<file path="src/logic/sgp_consts.svh">
// Purpose: constants for the shared gpio port with change notify
// Assumes: 32-bit classic wishbone, registers one per aligned word
// Notes:   port data sits in the low bits, upper bits read as zero
`ifndef SGP_CONSTS_SVH
`define SGP_CONSTS_SVH

`define SGP_PORT_W      16
`define SGP_CN_W        21
`define SGP_CN_HI_W     5
`define SGP_ADDR_W      8

`define SGP_OFF_DIR     8'h00
`define SGP_OFF_LAT     8'h04
`define SGP_OFF_PIN     8'h08
`define SGP_OFF_ODC     8'h0c
`define SGP_OFF_CNEN_LO 8'h10
`define SGP_OFF_CNEN_HI 8'h14
`define SGP_OFF_CNPU_LO 8'h18
`define SGP_OFF_CNPU_HI 8'h1c
`define SGP_OFF_ANALOG  8'h20
`define SGP_OFF_CNSTAT  8'h24

`define SGP_CNSTAT_FLAG_BIT 0

`define SGP_RST_DIR     16'hffff
`define SGP_RST_ZERO16  16'h0000
`define SGP_RST_ZERO21  21'h0
`define SGP_RST_ZERO5   5'h00
`define SGP_SYNC_SETTLE 3'h5
`define SGP_IMPL_MASK   16'h3fff

`endif

</file>
<file path="src/logic/sgp_pkg.sv">
// Purpose: shared types of the gpio port
// Assumes: sgp_consts.svh gives the widths
// Notes:   holds types only
`include "sgp_consts.svh"

package sgp_pkg;
  typedef logic [`SGP_PORT_W-1:0] sgp_port_t;
  typedef logic [`SGP_CN_W-1:0]   sgp_cn_t;
  typedef enum logic [0:0] {
    SGP_BUS_IDLE = 1'b0,
    SGP_BUS_ACK  = 1'b1
  } sgp_bus_t;
endpackage

</file>
<file path="src/logic/sgp_gpio_port.sv">
// Purpose: gpio port with peripheral sharing and change notification
// Assumes: classic wishbone slave, 32-bit data, one clock at 50 MHz
// Notes:   pins are split into in/out/oe; the bench resolves the wire
//
// How it works
// a peripheral driving a shared pin owns its output data and enable
// an actively driving peripheral disables the port driver; pin still readable
// an enabled but idle peripheral lets the port drive the pin
// the port's driven output never feeds a sharing peripheral's input
// direction bit 1 makes the pin an input, 0 an output
// reset makes every pin an input
// latch reads return latch contents; latch writes update the latch
// pin-level reads return pins; pin-level writes update the latch
// unimplemented bits are disabled and read zero in latch, direction, pin
// pins shared only with input functions behave as dedicated port pins
// open-drain bit makes the pin drive low only and release high; a pin owned by a driving peripheral still drives both levels
// analog-configured pins read as zero from the pin-level register
// software sets direction to input before analog use of a pin
// software waits one instruction between port write and port read
// any enabled change-notify input changing raises an interrupt request
// change detection keeps running in sleep so a change can wake
// two enable registers select which change inputs interrupt
// two pull-up registers switch on weak pull-ups per change input
// software disables pull-ups on pins used as digital outputs
// pin inputs pass synchronising flip-flops before reads or detection
// change flag is sticky until software clears; compare with last sample
`include "sgp_consts.svh"

module sgp_gpio_port (
  input  wire logic                     clk,
  input  wire logic                     resetn,
  // wishbone slave
  input  wire logic                     wb_cyc_i,
  input  wire logic                     wb_stb_i,
  input  wire logic                     wb_we_i,
  input  wire logic [`SGP_ADDR_W-1:0]   wb_adr_i,
  input  wire logic [3:0]               wb_sel_i,
  input  wire logic [31:0]              wb_dat_i,
  output logic      [31:0]              wb_dat_o,
  output logic                          wb_ack_o,
  // pins
  input  wire logic [`SGP_PORT_W-1:0]   pinIn,
  output logic      [`SGP_PORT_W-1:0]   pinOut,
  output logic      [`SGP_PORT_W-1:0]   pinOe,
  // sharing peripherals
  input  wire logic [`SGP_PORT_W-1:0]   periphEn,
  input  wire logic [`SGP_PORT_W-1:0]   periphDrive,
  input  wire logic [`SGP_PORT_W-1:0]   periphOut,
  output logic      [`SGP_PORT_W-1:0]   periphIn,
  // change notification
  input  wire logic [`SGP_CN_W-1:0]     changeNotifyIn,
  output logic      [`SGP_CN_W-1:0]     pullupEn,
  output logic                          changeIrq
);

  ////////////////////////////////////////////////////////////////////
  // helpers

  // byte-lane merge for the 16-bit registers
  function automatic logic [15:0] laneMerge(input logic [15:0] old,
                                            input logic [31:0] dat,
                                            input logic [3:0]  sel);
    logic [15:0] r;
    r = old;
    if (sel[0]) begin
      r[7:0] = dat[7:0];
    end
    if (sel[1]) begin
      r[15:8] = dat[15:8];
    end
    return r;
  endfunction

  function automatic logic [31:0] zext16(input logic [15:0] v);
    return {16'h0000, v};
  endfunction

  ////////////////////////////////////////////////////////////////////
  // input synchronisers

  sgp_pkg::sgp_port_t pinSync;
  sgp_pkg::sgp_cn_t   cnSync;

  sgp_sync #(.W(`SGP_PORT_W)) uPinSync (
    .clk     (clk),
    .resetn  (resetn),
    .asyncIn (pinIn),
    .syncOut (pinSync)
  );

  sgp_sync #(.W(`SGP_CN_W)) uCnSync (
    .clk     (clk),
    .resetn  (resetn),
    .asyncIn (changeNotifyIn),
    .syncOut (cnSync)
  );

  ////////////////////////////////////////////////////////////////////
  // bus handshake

  sgp_pkg::sgp_bus_t busState_q, busState_d;
  logic [31:0]       datOut_q, datOut_d;
  logic              ackNow;
  logic              wrNow;
  logic [31:0]       readMux;

  // ack one cycle after the request; write lands on the ack edge
  assign ackNow = wb_cyc_i && wb_stb_i && (busState_q == sgp_pkg::SGP_BUS_IDLE);
  assign wrNow  = wb_cyc_i && wb_stb_i && wb_we_i && (busState_q == sgp_pkg::SGP_BUS_ACK);

  always_comb begin
    busState_d = sgp_pkg::SGP_BUS_IDLE;
    datOut_d   = datOut_q;
    case (busState_q)
      sgp_pkg::SGP_BUS_IDLE: begin
        if (ackNow) begin
          busState_d = sgp_pkg::SGP_BUS_ACK;
          datOut_d   = wb_we_i ? 32'h0000_0000 : readMux;
        end
      end
      sgp_pkg::SGP_BUS_ACK: begin
        busState_d = sgp_pkg::SGP_BUS_IDLE;
      end
      default: begin
        busState_d = sgp_pkg::SGP_BUS_IDLE;
      end
    endcase
  end

  always_ff @(posedge clk or negedge resetn) begin
    if (!resetn) begin
      busState_q <= sgp_pkg::SGP_BUS_IDLE;
      datOut_q   <= 32'h0000_0000;
    end else begin
      busState_q <= busState_d;
      datOut_q   <= datOut_d;
    end
  end

  assign wb_ack_o = (busState_q == sgp_pkg::SGP_BUS_ACK);
  assign wb_dat_o = datOut_q;

  ////////////////////////////////////////////////////////////////////
  // port registers

  sgp_pkg::sgp_port_t dir_q, dir_d;
  sgp_pkg::sgp_port_t lat_q, lat_d;
  sgp_pkg::sgp_port_t odc_q, odc_d;
  sgp_pkg::sgp_port_t analog_q, analog_d;
  logic [15:0]        cnEnLo_q, cnEnLo_d;
  logic [`SGP_CN_HI_W-1:0] cnEnHi_q, cnEnHi_d;
  logic [15:0]        cnPuLo_q, cnPuLo_d;
  logic [`SGP_CN_HI_W-1:0] cnPuHi_q, cnPuHi_d;
  logic [15:0]        mHi;

  always_comb begin
    dir_d    = dir_q;
    lat_d    = lat_q;
    odc_d    = odc_q;
    analog_d = analog_q;
    cnEnLo_d = cnEnLo_q;
    cnEnHi_d = cnEnHi_q;
    cnPuLo_d = cnPuLo_q;
    cnPuHi_d = cnPuHi_q;
    mHi      = 16'h0000;
    if (wrNow) begin
      case (wb_adr_i)
        `SGP_OFF_DIR:     dir_d    = laneMerge(dir_q, wb_dat_i, wb_sel_i) | ~`SGP_IMPL_MASK;
        `SGP_OFF_LAT:     lat_d    = laneMerge(lat_q, wb_dat_i, wb_sel_i);
        `SGP_OFF_PIN:     lat_d    = laneMerge(lat_q, wb_dat_i, wb_sel_i);
        `SGP_OFF_ODC:     odc_d    = laneMerge(odc_q, wb_dat_i, wb_sel_i);
        `SGP_OFF_ANALOG:  analog_d = laneMerge(analog_q, wb_dat_i, wb_sel_i);
        `SGP_OFF_CNEN_LO: cnEnLo_d = laneMerge(cnEnLo_q, wb_dat_i, wb_sel_i);
        `SGP_OFF_CNEN_HI: begin
          mHi      = laneMerge({11'h000, cnEnHi_q}, wb_dat_i, wb_sel_i);
          cnEnHi_d = mHi[`SGP_CN_HI_W-1:0];
        end
        `SGP_OFF_CNPU_LO: cnPuLo_d = laneMerge(cnPuLo_q, wb_dat_i, wb_sel_i);
        `SGP_OFF_CNPU_HI: begin
          mHi      = laneMerge({11'h000, cnPuHi_q}, wb_dat_i, wb_sel_i);
          cnPuHi_d = mHi[`SGP_CN_HI_W-1:0];
        end
        default: begin
        end
      endcase
    end
    // unimplemented latch lanes hold no state
    lat_d = lat_d & `SGP_IMPL_MASK;
  end

  always_ff @(posedge clk or negedge resetn) begin
    if (!resetn) begin
      dir_q    <= `SGP_RST_DIR;
      lat_q    <= `SGP_RST_ZERO16;
      odc_q    <= `SGP_RST_ZERO16;
      analog_q <= `SGP_RST_ZERO16;
      cnEnLo_q <= `SGP_RST_ZERO16;
      cnEnHi_q <= `SGP_RST_ZERO5;
      cnPuLo_q <= `SGP_RST_ZERO16;
      cnPuHi_q <= `SGP_RST_ZERO5;
    end else begin
      dir_q    <= dir_d;
      lat_q    <= lat_d;
      odc_q    <= odc_d;
      analog_q <= analog_d;
      cnEnLo_q <= cnEnLo_d;
      cnEnHi_q <= cnEnHi_d;
      cnPuLo_q <= cnPuLo_d;
      cnPuHi_q <= cnPuHi_d;
    end
  end

  ////////////////////////////////////////////////////////////////////
  // change notification

  sgp_pkg::sgp_cn_t cnPrev_q, cnPrev_d;
  sgp_pkg::sgp_cn_t cnEnable;
  logic             cnFlag_q, cnFlag_d;
  logic             cnClear;
  logic             cnHit;
  logic [2:0]       settle_q, settle_d;

  assign cnEnable = {cnEnHi_q, cnEnLo_q};
  assign cnClear  = wrNow && (wb_adr_i == `SGP_OFF_CNSTAT) && wb_sel_i[0]
                    && wb_dat_i[`SGP_CNSTAT_FLAG_BIT];

  // detection is never gated by a sleep or idle state
  always_comb begin
    cnPrev_d = cnSync;
    settle_d = (settle_q == `SGP_SYNC_SETTLE) ? settle_q : settle_q + 3'h1;
    // synchronisers clear to 0 on reset; a high pin would look like a change
    cnHit    = (settle_q == `SGP_SYNC_SETTLE)
               && (|((cnSync ^ cnPrev_q) & cnEnable));
    // a change in the clearing cycle wins over the clear
    cnFlag_d = (cnFlag_q & ~cnClear) | cnHit;
  end

  always_ff @(posedge clk or negedge resetn) begin
    if (!resetn) begin
      cnPrev_q <= `SGP_RST_ZERO21;
      cnFlag_q <= 1'b0;
      settle_q <= 3'h0;
    end else begin
      cnPrev_q <= cnPrev_d;
      cnFlag_q <= cnFlag_d;
      settle_q <= settle_d;
    end
  end

  ////////////////////////////////////////////////////////////////////
  // read mux

  always_comb begin
    case (wb_adr_i)
      `SGP_OFF_DIR:     readMux = zext16(dir_q & `SGP_IMPL_MASK);
      `SGP_OFF_LAT:     readMux = zext16(lat_q);
      `SGP_OFF_PIN:     readMux = zext16(pinSync & ~analog_q & `SGP_IMPL_MASK);
      `SGP_OFF_ODC:     readMux = zext16(odc_q);
      `SGP_OFF_ANALOG:  readMux = zext16(analog_q);
      `SGP_OFF_CNEN_LO: readMux = zext16(cnEnLo_q);
      `SGP_OFF_CNEN_HI: readMux = {27'h0000000, cnEnHi_q};
      `SGP_OFF_CNPU_LO: readMux = zext16(cnPuLo_q);
      `SGP_OFF_CNPU_HI: readMux = {27'h0000000, cnPuHi_q};
      `SGP_OFF_CNSTAT:  readMux = {31'h00000000, cnFlag_q};
      default:          readMux = 32'h0000_0000;
    endcase
  end

  ////////////////////////////////////////////////////////////////////
  // pin ownership and registered pin drive

  sgp_pkg::sgp_port_t muxOut, muxOe, muxPin;
  sgp_pkg::sgp_port_t pinOut_q, pinOe_q, periphIn_q;
  sgp_pkg::sgp_cn_t   pullup_q;
  logic               irq_q;

  sgp_pin_mux uMux (
    .dir         (dir_q),
    .lat         (lat_q),
    .odc         (odc_q),
    .periphEn    (periphEn),
    .periphDrive (periphDrive),
    .periphOut   (periphOut),
    .pinLevel    (pinSync),
    .pinOut      (muxOut),
    .pinOe       (muxOe),
    .periphIn    (muxPin)
  );

  always_ff @(posedge clk or negedge resetn) begin
    if (!resetn) begin
      pinOut_q   <= `SGP_RST_ZERO16;
      pinOe_q    <= `SGP_RST_ZERO16;
      periphIn_q <= `SGP_RST_ZERO16;
      pullup_q   <= `SGP_RST_ZERO21;
      irq_q      <= 1'b0;
    end else begin
      pinOut_q   <= muxOut;
      pinOe_q    <= muxOe;
      periphIn_q <= muxPin;
      pullup_q   <= {cnPuHi_q, cnPuLo_q};
      irq_q      <= cnFlag_d;
    end
  end

  assign pinOut    = pinOut_q;
  assign pinOe     = pinOe_q;
  assign periphIn  = periphIn_q;
  assign pullupEn  = pullup_q;
  assign changeIrq = irq_q;

endmodule

</file>
<file path="src/logic/sgp_sync.sv">
// Purpose: three-stage input synchroniser with agreement filter
// Assumes: inputs are asynchronous to clk
// Notes:   the output moves only when stages two and three agree
module sgp_sync #(
  parameter int W = 16
) (
  input  wire logic         clk,
  input  wire logic         resetn,
  input  wire logic [W-1:0] asyncIn,
  output logic      [W-1:0] syncOut
);
  logic [W-1:0] s1_q, s2_q, s3_q, out_q;
  logic [W-1:0] out_d;

  always_comb begin
    for (int i = 0; i < W; i++) begin
      out_d[i] = (s2_q[i] == s3_q[i]) ? s3_q[i] : out_q[i];
    end
  end

  always_ff @(posedge clk or negedge resetn) begin
    if (!resetn) begin
      s1_q  <= '0;
      s2_q  <= '0;
      s3_q  <= '0;
      out_q <= '0;
    end else begin
      s1_q  <= asyncIn;
      s2_q  <= s1_q;
      s3_q  <= s2_q;
      out_q <= out_d;
    end
  end

  assign syncOut = out_q;
endmodule

</file>
<file path="src/logic/sgp_pin_mux.sv">
// Purpose: per-pin ownership mux between port and peripheral
// Assumes: all inputs are on clk; result is registered by the caller
// Notes:   combinational only
`include "sgp_consts.svh"

module sgp_pin_mux (
  input  wire logic [`SGP_PORT_W-1:0] dir,
  input  wire logic [`SGP_PORT_W-1:0] lat,
  input  wire logic [`SGP_PORT_W-1:0] odc,
  input  wire logic [`SGP_PORT_W-1:0] periphEn,
  input  wire logic [`SGP_PORT_W-1:0] periphDrive,
  input  wire logic [`SGP_PORT_W-1:0] periphOut,
  input  wire logic [`SGP_PORT_W-1:0] pinLevel,
  output logic      [`SGP_PORT_W-1:0] pinOut,
  output logic      [`SGP_PORT_W-1:0] pinOe,
  output logic      [`SGP_PORT_W-1:0] periphIn
);
  logic [`SGP_PORT_W-1:0] periphOwns;
  logic [`SGP_PORT_W-1:0] portDrives;

  always_comb begin
    // an input-only peripheral never raises periphDrive, so the port keeps the pin
    periphOwns = periphEn & periphDrive & `SGP_IMPL_MASK;
    // open drain: drive only a low, release for a high
    portDrives = ~dir & ~(odc & lat) & `SGP_IMPL_MASK;
    // ownership is chosen bit by bit, never for the whole port at once
    pinOut     = (periphOwns & periphOut) | (~periphOwns & ~odc & lat);
    pinOe      = (periphOwns & periphEn) | (~periphOwns & portDrives);
    // the port's own driven level never loops into a peripheral input
    periphIn   = pinLevel & ~(~periphOwns & portDrives);
  end
endmodule

</file>
<file path="config.mk">
export PLATFORM = sky130hd
export DESIGN_NAME = sgp_gpio_port
export DESIGN_NICKNAME = d
export VERILOG_FILES = /design/src/logic/sgp_pkg.sv /design/src/logic/sgp_gpio_port.sv /design/src/logic/sgp_sync.sv /design/src/logic/sgp_pin_mux.sv
export VERILOG_INCLUDE_DIRS = /design/src /design/src/logic
export SDC_FILE = /design/constraint.sdc
export NUM_CORES = 1
export LEC_CHECK = 0
export BUFFER_PORTS_ARGS = -buffer_cell sky130_fd_sc_hd__buf_2
export CAP_MARGIN = 20
export CORE_UTILIZATION = 44
export DETAILED_ROUTE_END_ITERATION = 6
export GPL_TIMING_DRIVEN = 0
export PLACE_DENSITY_LB_ADDON = 0.12
export SKIP_LAST_GASP = 1
export SLEW_MARGIN = 25
export SYNTH_ARGS = -nofsm -noshare
export SYNTH_HDL_FRONTEND = slang
export SYNTH_SLANG_ARGS = --single-unit
</file>
<file path="constraint.sdc">
create_clock -name clk -period 3.5 [get_ports clk]
set_clock_uncertainty 0.2 [all_clocks]
set_input_delay 0.175 -clock clk [delete_from_list [all_inputs] [get_ports clk]]
set_output_delay 0.175 -clock clk [all_outputs]
set_load 0.02 [all_outputs]
</file>
==> reports/metrics.csv <==
metric,value,unit
grt_setup_unrepaired,false,
die_area,30470,um2
synth_most_common_cell,dfrtp_1,
tightest_slew,797.6,ps
wl_met2,15130,um
drc,0,
vias,8577,
final_layout_size_suffix_gt1_frac,0.3338,
power_density,516.2,nW/um2
rrSetupSlack,1000,ps
final-setup-viol-count,0,
gp_congestion,0.8782,
p_comb_frac,0.062,
cts_buffers,39,
reg2reg_depth,4,
grtUsageTotal,0.2104,
yosys_warnings,0,
netlist_top_cells_area,"dfrtp_1 66%, mux2_2 9.4%, maj3_1 2.8%",
fp.dieW,174.6,um
clk_pin_slew_worst_paths,60,ps
cts_tree,yes,
final-hold-violation-count,0,
period_needed,2513,ps
io_pins,237,
nNetsFinal,1423,
power,0.009004,W
ys_ff_latch,357,
highest_layer,met4,
finalWorstSetupSlack,987.3,ps
grt_pass1_wl,48940,um
async_reset_ff_frac,1.000,
cts_max_path_buffers,3,
synth_flop_cell,dfrtp_1,
worstSkewPairLatency,530,ps
ant_nets,0,
die_h,174.6,um
worstSetupPathType,primary input to flop,
area_growth,33.14,%
port-buffer-count,190,
synth_edf_count,0,
fp-row-count,62,
start_util,0.4516,
pwr-share-seq,0.485,
worstHoldPathType,primary input to async pin,
yosys.area.top_type,dfrtp_1,
worstSetupEndpointType,flop,
drt-wirelength-per-cell,18.42,um
reg2reg_from,wb_ack_o$_DFF_PN0_,
synth_top_area_frac,0.6551,
power.switching,0.001985,W
ys_types,59,
htree_levels,2,
synth_area_per_cell,14.65,um2
critPathArrivalTime,2710,ps
antenna_found_initial,2,
p_leak,8.199,nW
synth_cells,894,
crit_family,simple AND/OR/NAND/NOR gates,
p_int,0.007019,W
initialDrtViolationCount,664,
reg2reg_to,lat_q[9]$_DFFE_PN0P_,
synth_area,13100,um2
cp_slowest_stage_delay,660,ps
post-dp-hpwl,20610,um
met3WireLength,1567,um
startpoint_type,primary input,
coreArea,29010,um2
p_clk_frac,0.453,
path_buf_inv,2,
hold_buffers,139,
cap_violations,0,
cts_resized,0,
yosysSeqAreaShare,0.6832,
drv_slew,0,
nFillCells,2317,
status,"finished, final reports clean",
first_pass_iters,5,
crit_chain,dlygate4sd3_1 -> buf_2 -> nand4_1 -> nor2_1 -> nand2_1 -> mux2_2,
swShare,0.2204,
max_freq,398.0,MHz
met1_length,13790,um
ir_drop,0.3705,mV
synth_commonest_cells,"343 x dfrtp_1, 109 x mux2_2, 70 x nand2_1, 37 x maj3_1, 29 x nand3_1",
detail_route.wirelength,31390,um
critPathMaxFanout,6,
grt_max_degree,80,
grt_pass1_vias,8777,
slew_headroom,0.4643,
cts-root-buf,clkbuf_16,
post-route-period-util,0.7179,
pre_cts_ws,1015,ps
post_cts_buffers,0,
crit_required,3700,ps
cts.sinks,357,
critPathSlowestCell,nor2_1,
grt_overflow,0,
avgViaCountPerCell,5.033,
-- sequential cells by signal, indices dropped and copies added, names as in the netlist, 21 cells and up --
name	flops
uCnSync.s3_q	21
uCnSync.s2_q	21
uCnSync.s1_q	21
pullupEn	21
cnPrev_q	21
uCnSync.syncOut	21
-- metal layers --
| layer | global-route usage | vias to the layer above |
|---|---|---|
| met5 | 0 | - |
| met4 | 0.07536 | 0 |
| met3 | 0.03215 | 56 |
| met2 | 0.3455 | 275 |
| met1 | 0.2852 | 4274 |
| li1 | - | 3972 |
-- how the worst max path moves through the flow --
stage | depth (start not counted) | start | endpoint | slack, ps
6_report | 6 | wb_we_i | lat_q[9]$_DFFE_PN0P_ | 990
5_1_grt | 4 | wb_ack_o$_DFF_PN0_ | odc_q[8]$_DFFE_PN0P_ | 920
4_1_cts | 4 | wb_ack_o$_DFF_PN0_ | lat_q[9]$_DFFE_PN0P_ | 1010
3_5_place_dp | 7 | wb_adr_i[3] | lat_q[4]$_DFFE_PN0P_ | 1020
3_3_place_gp | 1 | resetn | uCnSync.s1_q[11]$_DFF_PN0_ | -4830
2_1_floorplan | 5 | wb_ack_o$_DFF_PN0_ | wb_dat_o[5]$_DFFE_PN0P_ | 1430
-- power groups by stage --
stage	logic, W	clock network (W)	registers (W)
after global routing	0.000609	0.00436	0.00438
after CTS	0.000559	0.00420	0.00437
final	0.000556	0.00408	0.00437
after floorplan	0.000178	0	0.00444
after detailed placement	0.000456	0	0.00444
after global placement	0.000434	0	0.00444
-- stage by stage --
step | area, um2 | std cells | util | hold WS (ps) | TNS [ps]
floorplan | 13170 | 913 | - | -320.6 | 0
detailed placement | 14720 | 1491 | 0.5075 | -32.87 | 0
global placement | 14600 | 1487 | 0.5034 | 83.05 | -1679040
CTS | 17440 | 1702 | 0.6010 | 1.811 | 0
global route | 17440 | 1704 | 0.6012 | 42.37 | 0
finish | 17440 | 1704 | 0.6012 | 14.79 | 0
-- layout make-up --
type | count | area [um2] | share of cell area
antenna | 2 | 5.005 | 0.0002869
buffer | 39 | 237.7 | 0.01363
clock buffer | 55 | 1167 | 0.06692
clock inverter | 17 | 155.1 | 0.008895
inverter | 8 | 30.03 | 0.001722
multi-input combinational | 509 | 3954 | 0.2267
sequential | 357 | 8951 | 0.5132
tap | 384 | 480.5 | 0.02754
timing repair buffer | 333 | 2462 | 0.1412
-- logic make-up (layout without fill, tap and decap cells) --
| kind of cell | Yosys count | count (layout) | synth area share |
|---|---|---|---|
| buf+inv | 47 | 452 | 0.02044 |
| other cells | 1 | 22 | 0.0002862 |
| flops | 357 | 357 | 0.6832 |
| simple gates | 177 | 177 | 0.07592 |
| compound gates | 131 | 131 | 0.06838 |
| fa+ha+maj | 39 | 39 | 0.03018 |
| mux | 120 | 120 | 0.1069 |
| xor+xnor | 22 | 22 | 0.01471 |
-- placed cells by master, fill, tap and decap left out, types with 4 or more instances in the layout --
master / synthesis / layout
dfrtp_1: 343 / 343
buf_2: 10 / 199
dlygate4sd3_1: 0 / 139
mux2_2: 109 / 109
nand2_1: 70 / 70
clkbuf_16: 0 / 40
maj3_1: 37 / 37
nand3_1: 29 / 29
a21oi_1: 24 / 24
a22oi_1: 24 / 24
xor2_1: 22 / 22
buf_4: 21 / 21
conb_1: 1 / 20
nor2_1: 18 / 18
o21ai_0: 18 / 18
nand3b_1: 16 / 16
a21boi_0: 15 / 15
a21o_1: 14 / 14
dfstp_2: 14 / 14
clkbuf_1: 8 / 12
clkinv_2: 0 / 11
clkbuf_8: 0 / 11
inv_1: 8 / 8
mux2i_1: 6 / 6
a221oi_1: 6 / 6
nor2b_1: 5 / 5
a32o_1: 5 / 5
mux4_2: 5 / 5
o21ai_1: 5 / 5
nor3_1: 4 / 4
o31ai_1: 4 / 4
buf_16: 0 / 4
Note: power is estimated with default switching activity, not from simulation.
